--- src/hdl/rtca_map.svh ---
// register offsets, field positions, reset values and timing of the rtc block
`ifndef RTCA_MAP_SVH
`define RTCA_MAP_SVH

`define RTCA_OFF_PAD 8'h00
`define RTCA_OFF_ALARM_CTRL 8'h04
`define RTCA_OFF_TIME_WIN 8'h08
`define RTCA_OFF_ALARM_WIN 8'h0C
`define RTCA_OFF_CONTROL 8'h10
`define RTCA_OFF_YEAR 8'h14
`define RTCA_OFF_MONTH_DAY 8'h18
`define RTCA_OFF_WEEKDAY_HOUR 8'h1C
`define RTCA_OFF_MINUTE_SECOND 8'h20

`define RTCA_ALM_EN_BIT 15
`define RTCA_CHIME_BIT 14
`define RTCA_MASK_HI 13
`define RTCA_MASK_LO 10
`define RTCA_PTR_HI 9
`define RTCA_PTR_LO 8
`define RTCA_SEL_HI 2
`define RTCA_SEL_LO 1
`define RTCA_TTL_BIT 0
`define RTCA_UNLOCK_BIT 0
`define RTCA_COE_BIT 1

`define RTCA_YEAR_MASK 16'h00FF
`define RTCA_MONTH_DAY_MASK 16'h1F3F
`define RTCA_WEEKDAY_HOUR_MASK 16'h073F
`define RTCA_MINUTE_SECOND_MASK 16'h7F7F

`define RTCA_YEAR_RST 16'h0000
`define RTCA_MONTH_DAY_RST 16'h0101
`define RTCA_WEEKDAY_HOUR_RST 16'h0000
`define RTCA_MINUTE_SECOND_RST 16'h0000
`define RTCA_RPT_RST 8'h00

`define RTCA_RESP_OKAY 2'b00
`define RTCA_RESP_SLVERR 2'b10

`define RTCA_CLK_PERIOD_NS 20
`define RTCA_HALF_SEC_NS 500000000

`endif

--- src/hdl/rtca_pkg.sv ---
// types shared by the rtc alarm and time register block
package rtca_pkg;

  typedef enum logic [1:0] {
    RTCA_OUT_ALARM = 2'b00,
    RTCA_OUT_SECOND = 2'b01,
    RTCA_OUT_SOURCE = 2'b10,
    RTCA_OUT_RSVD = 2'b11
  } rtca_out_sel_t;

  typedef enum logic [3:0] {
    RTCA_IVL_HALF_SEC = 4'b0000,
    RTCA_IVL_SEC = 4'b0001,
    RTCA_IVL_TEN_SEC = 4'b0010,
    RTCA_IVL_MIN = 4'b0011,
    RTCA_IVL_TEN_MIN = 4'b0100,
    RTCA_IVL_HOUR = 4'b0101,
    RTCA_IVL_DAY = 4'b0110,
    RTCA_IVL_WEEK = 4'b0111,
    RTCA_IVL_MONTH = 4'b1000,
    RTCA_IVL_YEAR = 4'b1001
  } rtca_interval_t;

endpackage

--- src/hdl/rtca_top.sv ---
// rtc time, calendar, alarm and clock output registers behind axi4-lite
//
// The AXI4-Lite interface to the registers and the register addresses were left to the implementer.
`timescale 1ns/1ps
`default_nettype none
`include "rtca_map.svh"

// Contract
// (RULE1) select field routes alarm, second or source
// (RULE2) pin driven only while output enable set
// (RULE3) enable cleared at last alarm without chime
// (RULE4) chime wraps counter 00h to FFh
// (RULE5) counter decrements on every alarm event; code holds it at 00h without chime and wraps it to FFh with chime
// (RULE6) counter value counts further alarms
// (RULE7) interval field selects alarm period
// (RULE8) yearly february 29 alarm only leap years
// (RULE9) software avoids reserved interval codes
// (RULE10) alarm window high access decrements pointer
// (RULE11) alarm pointer selects alarm register pair
// (RULE12) year holds bcd tens and ones
// (RULE13) calendar writes ignored unless unlocked
// (RULE14) month/day bcd field layout
// (RULE15) weekday/hour bcd field layout
// (RULE16) minute/second bcd field layout
// (RULE17) alarm on selected digits matching clock
// (RULE18) time window high access decrements pointer
// (RULE19) time window writes blocked while locked
// (RULE20) hardware advances bcd time every second
// (RULE21) alarm pulse marks each issued alarm
module rtca_top #(
  parameter int unsigned HALF_SEC_CYCLES =
    `RTCA_HALF_SEC_NS / `RTCA_CLK_PERIOD_NS
) (
  // clock, reset, enable
  input wire logic aclk,
  input wire logic aresetn,
  input wire logic ce,
  // timekeeping source oscillator level
  input wire logic src_osc,
  // axi4-lite write
  input wire logic [7:0] s_awaddr,
  input wire logic s_awvalid,
  output logic s_awready,
  input wire logic [31:0] s_wdata,
  input wire logic [3:0] s_wstrb,
  input wire logic s_wvalid,
  output logic s_wready,
  output logic [1:0] s_bresp,
  output logic s_bvalid,
  input wire logic s_bready,
  // axi4-lite read
  input wire logic [7:0] s_araddr,
  input wire logic s_arvalid,
  output logic s_arready,
  output logic [31:0] s_rdata,
  output logic [1:0] s_rresp,
  output logic s_rvalid,
  input wire logic s_rready,
  // clock output pin
  output logic rtc_out,
  output logic rtc_out_oe
);

  function automatic logic [8:0] bcd_inc(input logic [7:0] v,
                                         input logic [7:0] last,
                                         input logic [7:0] first);
    if (v == last) begin
      bcd_inc = {1'b1, first};
    end else if (v[3:0] == 4'h9) begin
      bcd_inc = {1'b0, v[7:4] + 4'h1, 4'h0};
    end else begin
      bcd_inc = {1'b0, v + 8'h01};
    end
  endfunction

  function automatic logic [1:0] ptr_dec(input logic [1:0] p);
    ptr_dec = (p == 2'b00) ? 2'b00 : p - 2'b01;
  endfunction

  function automatic logic [15:0] merge16(input logic [15:0] old,
                                          input logic [31:0] d,
                                          input logic [3:0] strb);
    merge16 = {strb[1] ? d[15:8] : old[15:8], strb[0] ? d[7:0] : old[7:0]};
  endfunction

  // bus handshake state
  logic aw_held, w_held;
  logic [7:0] wr_addr;
  logic [31:0] wr_data;
  logic [3:0] wr_strb;
  logic next_aw_held, next_w_held, next_awready, next_wready;
  logic [7:0] next_wr_addr;
  logic [31:0] next_wr_data;
  logic [3:0] next_wr_strb;
  logic next_bvalid, next_rvalid, next_arready;
  logic [1:0] next_bresp, next_rresp;
  logic [31:0] next_rdata;
  logic wr_fire, rd_fire;

  // register and time state
  rtca_pkg::rtca_out_sel_t out_sel, next_out_sel;
  logic port_ttl, next_port_ttl;
  logic alarm_en, next_alarm_en, chime, next_chime;
  logic [3:0] interval, next_interval;
  logic [1:0] aptr, next_aptr, tptr, next_tptr;
  logic [7:0] alarm_repeat_count, next_alarm_repeat_count;
  logic unlock, next_unlock, coe, next_coe;
  logic [15:0] year, month_day_value, wkhr, minute_second_value;
  logic [15:0] next_year, next_month_day_value, next_wkhr, next_minute_second_value;
  logic [15:0] al_month_day_value, al_wkhr, al_minute_second_value;
  logic [15:0] next_al_month_day_value, next_al_wkhr, next_al_minute_second_value;
  logic [24:0] half_cnt, next_half_cnt;
  logic half_phase, next_half_phase;
  logic alarm_pulse, next_alarm_pulse, next_rtc_out;
  logic half_tick, sec_tick, match, alarm_evt;
  logic [15:0] alarm_ctrl_rd, control_rd, pad_rd, time_win_rd, alarm_win_rd;
  logic [7:0] day_last;
  logic [4:0] year_mod;
  logic addr_ok;

  assign wr_fire = aw_held && w_held && !s_bvalid;
  assign rd_fire = s_arvalid && s_arready;

  assign alarm_ctrl_rd = {alarm_en, chime, interval, aptr, alarm_repeat_count};
  assign control_rd = {6'h00, tptr, 6'h00, coe, unlock};
  assign pad_rd = {13'h0000, out_sel, port_ttl};
  always_comb begin
    case (tptr)
      2'b00: time_win_rd = minute_second_value;
      2'b01: time_win_rd = wkhr;
      2'b10: time_win_rd = month_day_value;
      default: time_win_rd = year;
    endcase
  end
  always_comb begin
    case (aptr) // RULE11
      2'b00: alarm_win_rd = al_minute_second_value;
      2'b01: alarm_win_rd = al_wkhr;
      2'b10: alarm_win_rd = al_month_day_value;
      default: alarm_win_rd = 16'h0000;
    endcase
  end

  // bus group
  always_comb begin
    next_aw_held = aw_held;
    next_w_held = w_held;
    next_wr_addr = wr_addr;
    next_wr_data = wr_data;
    next_wr_strb = wr_strb;
    next_bvalid = s_bvalid;
    next_bresp = s_bresp;
    next_rvalid = s_rvalid;
    next_rresp = s_rresp;
    next_rdata = s_rdata;
    addr_ok = 1'b1;
    if (s_awvalid && s_awready) begin
      next_aw_held = 1'b1;
      next_wr_addr = s_awaddr;
    end
    if (s_wvalid && s_wready) begin
      next_w_held = 1'b1;
      next_wr_data = s_wdata;
      next_wr_strb = s_wstrb;
    end
    if (s_bvalid && s_bready) begin
      next_bvalid = 1'b0;
    end
    if (wr_fire) begin
      next_aw_held = 1'b0;
      next_w_held = 1'b0;
      next_bvalid = 1'b1;
      case (wr_addr)
        `RTCA_OFF_PAD, `RTCA_OFF_ALARM_CTRL, `RTCA_OFF_TIME_WIN,
        `RTCA_OFF_ALARM_WIN, `RTCA_OFF_CONTROL, `RTCA_OFF_YEAR,
        `RTCA_OFF_MONTH_DAY, `RTCA_OFF_WEEKDAY_HOUR,
        `RTCA_OFF_MINUTE_SECOND: next_bresp = `RTCA_RESP_OKAY;
        default: next_bresp = `RTCA_RESP_SLVERR;
      endcase
    end
    if (s_rvalid && s_rready) begin
      next_rvalid = 1'b0;
    end
    if (rd_fire) begin
      next_rvalid = 1'b1;
      case (s_araddr)
        `RTCA_OFF_PAD: next_rdata = {16'h0000, pad_rd};
        `RTCA_OFF_ALARM_CTRL: next_rdata = {16'h0000, alarm_ctrl_rd};
        `RTCA_OFF_TIME_WIN: next_rdata = {16'h0000, time_win_rd};
        `RTCA_OFF_ALARM_WIN: next_rdata = {16'h0000, alarm_win_rd};
        `RTCA_OFF_CONTROL: next_rdata = {16'h0000, control_rd};
        `RTCA_OFF_YEAR: next_rdata = {16'h0000, year};
        `RTCA_OFF_MONTH_DAY: next_rdata = {16'h0000, month_day_value};
        `RTCA_OFF_WEEKDAY_HOUR: next_rdata = {16'h0000, wkhr};
        `RTCA_OFF_MINUTE_SECOND: next_rdata = {16'h0000, minute_second_value};
        default: begin
          next_rdata = 32'h0000_0000;
          addr_ok = 1'b0;
        end
      endcase
      next_rresp = addr_ok ? `RTCA_RESP_OKAY : `RTCA_RESP_SLVERR;
    end
    next_awready = !next_aw_held;
    next_wready = !next_w_held;
    next_arready = !next_rvalid;
  end

  always_ff @(posedge aclk) begin
    if (!aresetn) begin
      aw_held <= 1'b0;
      w_held <= 1'b0;
      wr_addr <= 8'h00;
      wr_data <= 32'h0000_0000;
      wr_strb <= 4'h0;
      s_awready <= 1'b0;
      s_wready <= 1'b0;
      s_bvalid <= 1'b0;
      s_bresp <= `RTCA_RESP_OKAY;
      s_arready <= 1'b0;
      s_rvalid <= 1'b0;
      s_rresp <= `RTCA_RESP_OKAY;
      s_rdata <= 32'h0000_0000;
    end else if (ce) begin
      aw_held <= next_aw_held;
      w_held <= next_w_held;
      wr_addr <= next_wr_addr;
      wr_data <= next_wr_data;
      wr_strb <= next_wr_strb;
      s_awready <= next_awready;
      s_wready <= next_wready;
      s_bvalid <= next_bvalid;
      s_bresp <= next_bresp;
      s_arready <= next_arready;
      s_rvalid <= next_rvalid;
      s_rresp <= next_rresp;
      s_rdata <= next_rdata;
    end
  end

  // tick and alarm match
  assign half_tick = (half_cnt == 25'(HALF_SEC_CYCLES - 1));
  assign sec_tick = half_tick && half_phase;
  assign year_mod = {year[7:4], 1'b0} + {1'b0, year[3:0]};
  always_comb begin
    case (month_day_value[12:8])
      5'h02: day_last = (year_mod[1:0] == 2'b00) ? 8'h29 : 8'h28;
      5'h04, 5'h06, 5'h09, 5'h11: day_last = 8'h30;
      default: day_last = 8'h31;
    endcase
  end
  always_comb begin
    case (interval) // RULE7 RULE17
      rtca_pkg::RTCA_IVL_HALF_SEC: match = half_tick;
      rtca_pkg::RTCA_IVL_SEC: match = half_tick && !half_phase;
      rtca_pkg::RTCA_IVL_TEN_SEC:
        match = half_tick && !half_phase && minute_second_value[3:0] == al_minute_second_value[3:0];
      rtca_pkg::RTCA_IVL_MIN:
        match = half_tick && !half_phase && minute_second_value[6:0] == al_minute_second_value[6:0];
      rtca_pkg::RTCA_IVL_TEN_MIN:
        match = half_tick && !half_phase && minute_second_value[11:0] == al_minute_second_value[11:0];
      rtca_pkg::RTCA_IVL_HOUR:
        match = half_tick && !half_phase && minute_second_value == al_minute_second_value;
      rtca_pkg::RTCA_IVL_DAY:
        match = half_tick && !half_phase && minute_second_value == al_minute_second_value &&
                wkhr[5:0] == al_wkhr[5:0];
      rtca_pkg::RTCA_IVL_WEEK:
        match = half_tick && !half_phase && minute_second_value == al_minute_second_value &&
                wkhr == al_wkhr;
      rtca_pkg::RTCA_IVL_MONTH:
        match = half_tick && !half_phase && minute_second_value == al_minute_second_value &&
                wkhr[5:0] == al_wkhr[5:0] && month_day_value[5:0] == al_month_day_value[5:0];
      // february 29 only matches in years where that date exists
      rtca_pkg::RTCA_IVL_YEAR: // RULE8
        match = half_tick && !half_phase && minute_second_value == al_minute_second_value &&
                wkhr[5:0] == al_wkhr[5:0] && month_day_value == al_month_day_value;
      default: match = 1'b0;
    endcase
  end
  assign alarm_evt = alarm_en && match;

  // register and time group
  always_comb begin
    logic [8:0] s, m, h, d, mo, y;
    logic [15:0] pw;
    pw = merge16(pad_rd, wr_data, wr_strb);
    s = 9'h000;
    m = 9'h000;
    h = 9'h000;
    d = 9'h000;
    mo = 9'h000;
    y = 9'h000;
    next_out_sel = out_sel;
    next_port_ttl = port_ttl;
    next_alarm_en = alarm_en;
    next_chime = chime;
    next_interval = interval;
    next_aptr = aptr;
    next_alarm_repeat_count = alarm_repeat_count;
    next_unlock = unlock;
    next_coe = coe;
    next_tptr = tptr;
    next_year = year;
    next_month_day_value = month_day_value;
    next_wkhr = wkhr;
    next_minute_second_value = minute_second_value;
    next_al_month_day_value = al_month_day_value;
    next_al_wkhr = al_wkhr;
    next_al_minute_second_value = al_minute_second_value;
    next_half_cnt = half_tick ? 25'h000_0000 : half_cnt + 25'h000_0001;
    next_half_phase = half_tick ? !half_phase : half_phase;
    next_alarm_pulse = half_tick ? 1'b0 : alarm_pulse;
    if (sec_tick) begin // RULE20
      s = bcd_inc({1'b0, minute_second_value[6:0]}, 8'h59, 8'h00);
      m = bcd_inc({1'b0, minute_second_value[14:8]}, 8'h59, 8'h00);
      h = bcd_inc({2'b00, wkhr[5:0]}, 8'h23, 8'h00);
      d = bcd_inc({2'b00, month_day_value[5:0]}, day_last, 8'h01);
      mo = bcd_inc({3'b000, month_day_value[12:8]}, 8'h12, 8'h01);
      y = bcd_inc(year[7:0], 8'h99, 8'h00);
      next_minute_second_value[6:0] = s[6:0]; // RULE16
      if (s[8]) begin
        next_minute_second_value[14:8] = m[6:0];
        if (m[8]) begin
          next_wkhr[5:0] = h[5:0]; // RULE15
          if (h[8]) begin
            next_wkhr[10:8] = (wkhr[10:8] == 3'd6) ? 3'd0 : wkhr[10:8] + 3'd1;
            next_month_day_value[5:0] = d[5:0]; // RULE14
            if (d[8]) begin
              next_month_day_value[12:8] = mo[4:0];
              if (mo[8]) begin
                next_year[7:0] = y[7:0]; // RULE12
              end
            end
          end
        end
      end
    end
    if (alarm_evt) begin
      next_alarm_pulse = 1'b1; // RULE21
      if (alarm_repeat_count == 8'h00) begin
        if (chime) begin
          next_alarm_repeat_count = 8'hFF; // RULE4
        end else begin
          next_alarm_en = 1'b0; // RULE3
        end
      end else begin
        next_alarm_repeat_count = alarm_repeat_count - 8'h01; // RULE5 RULE6
      end
    end
    if (rd_fire && s_araddr == `RTCA_OFF_TIME_WIN) begin
      next_tptr = ptr_dec(tptr); // RULE18
    end
    if (rd_fire && s_araddr == `RTCA_OFF_ALARM_WIN) begin
      next_aptr = ptr_dec(aptr); // RULE10
    end
    if (wr_fire) begin
      case (wr_addr)
        `RTCA_OFF_PAD: begin
          next_out_sel = rtca_pkg::rtca_out_sel_t'(
            pw[`RTCA_SEL_HI:`RTCA_SEL_LO]);
          next_port_ttl = pw[`RTCA_TTL_BIT];
        end
        `RTCA_OFF_ALARM_CTRL: begin
          {next_alarm_en, next_chime, next_interval, next_aptr, next_alarm_repeat_count} =
            merge16(alarm_ctrl_rd, wr_data, wr_strb);
        end
        `RTCA_OFF_CONTROL: begin
          next_unlock = wr_strb[0] ? wr_data[`RTCA_UNLOCK_BIT] : unlock;
          next_coe = wr_strb[0] ? wr_data[`RTCA_COE_BIT] : coe;
          next_tptr = wr_strb[1] ? wr_data[`RTCA_PTR_HI:`RTCA_PTR_LO] : tptr;
        end
        `RTCA_OFF_TIME_WIN: begin
          if (wr_strb[1]) begin
            next_tptr = ptr_dec(tptr); // RULE18
          end
          if (unlock) begin // RULE19
            case (tptr)
              2'b00: next_minute_second_value = merge16(minute_second_value, wr_data, wr_strb) &
                                   `RTCA_MINUTE_SECOND_MASK;
              2'b01: next_wkhr = merge16(wkhr, wr_data, wr_strb) &
                                 `RTCA_WEEKDAY_HOUR_MASK;
              2'b10: next_month_day_value = merge16(month_day_value, wr_data, wr_strb) &
                                  `RTCA_MONTH_DAY_MASK;
              default: next_year = merge16(year, wr_data, {3'b000, wr_strb[0]})
                                   & `RTCA_YEAR_MASK;
            endcase
          end
        end
        `RTCA_OFF_ALARM_WIN: begin
          if (wr_strb[1]) begin
            next_aptr = ptr_dec(aptr); // RULE10
          end
          case (aptr) // RULE11
            2'b00: next_al_minute_second_value = merge16(al_minute_second_value, wr_data, wr_strb) &
                                    `RTCA_MINUTE_SECOND_MASK;
            2'b01: next_al_wkhr = merge16(al_wkhr, wr_data, wr_strb) &
                                  `RTCA_WEEKDAY_HOUR_MASK;
            2'b10: next_al_month_day_value = merge16(al_month_day_value, wr_data, wr_strb) &
                                   `RTCA_MONTH_DAY_MASK;
            default: next_al_minute_second_value = al_minute_second_value;
          endcase
        end
        `RTCA_OFF_YEAR: if (unlock) begin // RULE13
          next_year = merge16(year, wr_data, wr_strb) & `RTCA_YEAR_MASK;
        end
        `RTCA_OFF_MONTH_DAY: if (unlock) begin // RULE13
          next_month_day_value = merge16(month_day_value, wr_data, wr_strb) & `RTCA_MONTH_DAY_MASK;
        end
        `RTCA_OFF_WEEKDAY_HOUR: if (unlock) begin // RULE13
          next_wkhr = merge16(wkhr, wr_data, wr_strb) &
                      `RTCA_WEEKDAY_HOUR_MASK;
        end
        `RTCA_OFF_MINUTE_SECOND: if (unlock) begin
          next_minute_second_value = merge16(minute_second_value, wr_data, wr_strb) &
                        `RTCA_MINUTE_SECOND_MASK;
        end
        default: next_coe = coe;
      endcase
    end
    case (next_out_sel) // RULE1
      rtca_pkg::RTCA_OUT_ALARM: next_rtc_out = next_alarm_pulse;
      rtca_pkg::RTCA_OUT_SECOND: next_rtc_out = next_half_phase;
      rtca_pkg::RTCA_OUT_SOURCE: next_rtc_out = src_osc;
      default: next_rtc_out = 1'b0;
    endcase
    next_rtc_out = next_rtc_out && next_coe; // RULE2
  end

  always_ff @(posedge aclk) begin
    if (!aresetn) begin
      out_sel <= rtca_pkg::RTCA_OUT_ALARM;
      port_ttl <= 1'b0;
      alarm_en <= 1'b0;
      chime <= 1'b0;
      interval <= 4'h0;
      aptr <= 2'b00;
      alarm_repeat_count <= `RTCA_RPT_RST;
      unlock <= 1'b0;
      coe <= 1'b0;
      tptr <= 2'b00;
      year <= `RTCA_YEAR_RST;
      month_day_value <= `RTCA_MONTH_DAY_RST;
      wkhr <= `RTCA_WEEKDAY_HOUR_RST;
      minute_second_value <= `RTCA_MINUTE_SECOND_RST;
      al_month_day_value <= `RTCA_MONTH_DAY_RST;
      al_wkhr <= `RTCA_WEEKDAY_HOUR_RST;
      al_minute_second_value <= `RTCA_MINUTE_SECOND_RST;
      half_cnt <= 25'h000_0000;
      half_phase <= 1'b0;
      alarm_pulse <= 1'b0;
      rtc_out <= 1'b0;
      rtc_out_oe <= 1'b0;
    end else if (ce) begin
      out_sel <= next_out_sel;
      port_ttl <= next_port_ttl;
      alarm_en <= next_alarm_en;
      chime <= next_chime;
      interval <= next_interval;
      aptr <= next_aptr;
      alarm_repeat_count <= next_alarm_repeat_count;
      unlock <= next_unlock;
      coe <= next_coe;
      tptr <= next_tptr;
      year <= next_year;
      month_day_value <= next_month_day_value;
      wkhr <= next_wkhr;
      minute_second_value <= next_minute_second_value;
      al_month_day_value <= next_al_month_day_value;
      al_wkhr <= next_al_wkhr;
      al_minute_second_value <= next_al_minute_second_value;
      half_cnt <= next_half_cnt;
      half_phase <= next_half_phase;
      alarm_pulse <= next_alarm_pulse;
      rtc_out <= next_rtc_out;
      rtc_out_oe <= next_coe; // RULE2
    end
  end
endmodule
`default_nettype wire

--- config.mk ---
export PLATFORM = sky130hd
export DESIGN_NAME = rtca_top
export DESIGN_NICKNAME = d
export VERILOG_FILES = /design/src/hdl/rtca_pkg.sv /design/src/hdl/rtca_top.sv
export VERILOG_INCLUDE_DIRS = /design/src /design/src/hdl
export SDC_FILE = /design/constraint.sdc
export NUM_CORES = 1
export LEC_CHECK = 0
export CORE_UTILIZATION = 34
export CTS_CLUSTER_SIZE = 16
export DETAILED_ROUTE_END_ITERATION = 7
export DONT_BUFFER_PORTS = 1
export HOLD_SLACK_MARGIN = 0.08
export MAX_ROUTING_LAYER = met4
export SETUP_SLACK_MARGIN = 0.02
export SLEW_MARGIN = 20
export SYNTH_ARGS = -nofsm -noshare
export SYNTH_HDL_FRONTEND = slang
export SYNTH_SLANG_ARGS = --single-unit
--- constraint.sdc ---
create_clock -name aclk -period 6.17 [get_ports aclk]
set_input_delay 0.617 -clock aclk [delete_from_list [all_inputs] [get_ports aclk]]
set_output_delay 0.617 -clock aclk [all_outputs]
set_load 0.005 [all_outputs]
==> impl_metrics.ini <==
[setup_path]
crit_fanout = 12
startpoint_type = flip-flop
arrival_ps = 4680
path_class = reg2reg
worst_setup_path_end_kind = flip-flop
crit_start = half_cnt[6]
r2r-start = half_cnt[6]
cp.required_ps = 6530

[detailed_routing]
drtIter0Drc = 1298
route.vias.total = 11000
final_antenna_net_count = 0
routed_wirelength_mm = 38.5
top_layer = met4
vias_per_cell = 5.88
drc = 0
wirelength_met1_mm = 17.7
wl_met3_mm = 2.90
wl_met2_mm = 16.6
first_pass_iters = 6
wire_per_inst_um = 20.7

[final_layout]
drive_above_1_share = 0.0626
nNetsFinal = 1492
finish.instance_area_mm2 = 0.0121
fill_cells = 3451
multi_input_area_mm2 = 0.00720
regArea_mm2 = 0.00356
num_antenna_cells = 0
area_growth_pct = 5.96

[clock_tree]
cts_tree = built
cts.htree.levels = 4
cts_buffers = 17
cts-root-buf = clkbuf_16
clk_latency_ps = 450
postCtsSetupBuffers = 0
cts.sinks = 178
cts_hold_buf = 0
clkTransAtPathRegs_ps = 80
cts_buffer_depth = 2
cts_resized = 0

[sta]
hold_ws_ps = 262
min_period_ps = 4320
skew_ps = 15.9
finalHoldViolations = 0
finalSetupViolCount = 0
period_share = 0.700
slew_violations = 0
relSlewSlack = 0.287
tightest_slew_ps = 1070
setup_tns_ps = 0
rsz0062_at_grt = no
fmax_mhz = 232

[flow_run]
drv_cap = 0

[grt]
grt_max_degree = 85
grt_pass1_vias = 10000
antenna_found_initial = 0
grt_pass1_wl_mm = 59.3
grt_overflow = 0
grt_util_all_layers = 0.234

[die]
die_w_um = 185
io_pins = 104
die_area_mm2 = 0.0344
die_y_um = 185
core_mm2 = 0.0328
core.rowCount = 66
start_util = 0.349

[synthesis]
post_synth.cell_area_avg_um2 = 7.66
synth_top_cells_by_count = nand2_1, dfxtp_1, nor2_1
synth-edff-count = 0
ys_seq_area_frac = 0.312
synth_most_common_cell = nand2_1
synth_top_cell_by_area = dfxtp_1
netlist_instances = 1492
synth_top_area_share = 0.312
synthArstFlopShare = 0
yosys-top-cells-area = dfxtp_1, nand2_1, mux2i_1
yosys_most_used_dff = dfxtp_1
post_synth_num_cell_types = 90
yosys_warnings = 0
synth.cell_area_mm2 = 0.0114
ys_seq_elements = 178

[placed_design]
gp_congestion = 0.966
port_buffers = 0
dpl_cell_area_mm2 = 0.0115
hpwl_mm = 27.9

[power]
power_per_cell_area_mw_per_mm2 = 200
ir_drop_mv = 0.201
p_leak_nw = 4.21

[min_path]
holdCritStartpoint = ce
hold_class = in2reg

[run_status]
status = complete, no violations
==> state kept, by name, indices dropped and copies added, names as in the netlist, 9 cells and up <==
signal                  cells
month_day_value            11
al_wkhr                     9
al_minute_second_value     14
s_rdata                    16
al_month_day_value         11
half_cnt                   25
wr_data                    16
wkhr                        9
minute_second_value        14
==> critical path: stages (launching register included) <==
cell     delay [ps]
dfxtp_1         350
or4_1           540
nor4_1          240
and4_1          490
ha_1            500
and3_1          290
nand4_1         370
nor2_1          680
nand2_1         150
mux2i_1         140
or3_1           330
a21oi_1         140
==> layout make-up <==
cell class | instances | share of cell area
clock buffers | 17 | 0.0351
flip-flops and latches | 178 | 0.294
repair buffers | 10 | 0.00620
well taps | 442 | 0.0457
clock inverters | 14 | 0.0122
inverters | 40 | 0.0125
multi-input cells | 1162 | 0.594
==> worst paths after layout <==
check	end	slack, ps	cells after the start
setup reg to reg	month_day_value[2]	1850	11
hold reg to reg	wr_addr[6]	460	2
hold / removal	s_wready	260	1
setup / recovery	month_day_value[2]	1850	11
==> cells by family after synthesis <==
family	share of synthesized area
fa+ha+maj	0.0241
simple gates	0.260
buf+inv	0.0647
other cells	0.000328
xor+xnor	0.0475
compound gates	0.217
mux	0.0749
flops	0.312
==> cell usage in the layout, fill, tap and decap left out, drive strengths merged, types with 15 or more instances in the layout <==
master / Yosys / final
dfxtp: 178 / 178
conb: 1 / 18
a22oi: 24 / 24
a211oi: 19 / 19
o21ai: 97 / 97
xnor2: 42 / 42
xor2: 20 / 20
nand2b: 17 / 17
nand2: 186 / 186
a31oi: 18 / 18
clkbuf: 88 / 17
mux2i: 63 / 63
ha: 22 / 22
o22ai: 16 / 16
nor3: 31 / 31
and3: 18 / 18
nor2: 159 / 159
nand4: 27 / 27
a21oi: 108 / 108
inv: 40 / 45
nor4: 15 / 15
nand3: 66 / 66
==> per-layer routing <==
metal | GRT usage | vias to the layer above
met2 | 0.345 | 464
met5 | - | -
li1 | - | 5195
met3 | 0.0358 | 62
met1 | 0.319 | 5237
met4 | 0.0860 | 0
==> power breakdown <==
group / internal, mW / switching, mW / total, mW
Sequential: 1.17 / 0.0388 / 1.20
Combinational: 0.0466 / 0.0888 / 0.135
Clock: 0.537 / 0.550 / 1.09
Total: 1.75 / 0.678 / 2.43
==> metrics by stage <==
stage / instances / setup slack [ps] / util / total power, mW
2_1_floorplan: 1509 / 3050 / - / 1.34
3_3_place_gp: 1832 / 2020 / 0.352 / 1.36
3_5_place_dp: 1832 / 1940 / 0.352 / 1.36
4_1_cts: 1863 / 1890 / 0.370 / 2.44
5_1_grt: 1863 / 1560 / 0.370 / 2.51
6_report: 1863 / 1850 / 0.370 / 2.43
(Power assumes the default switching activity.)
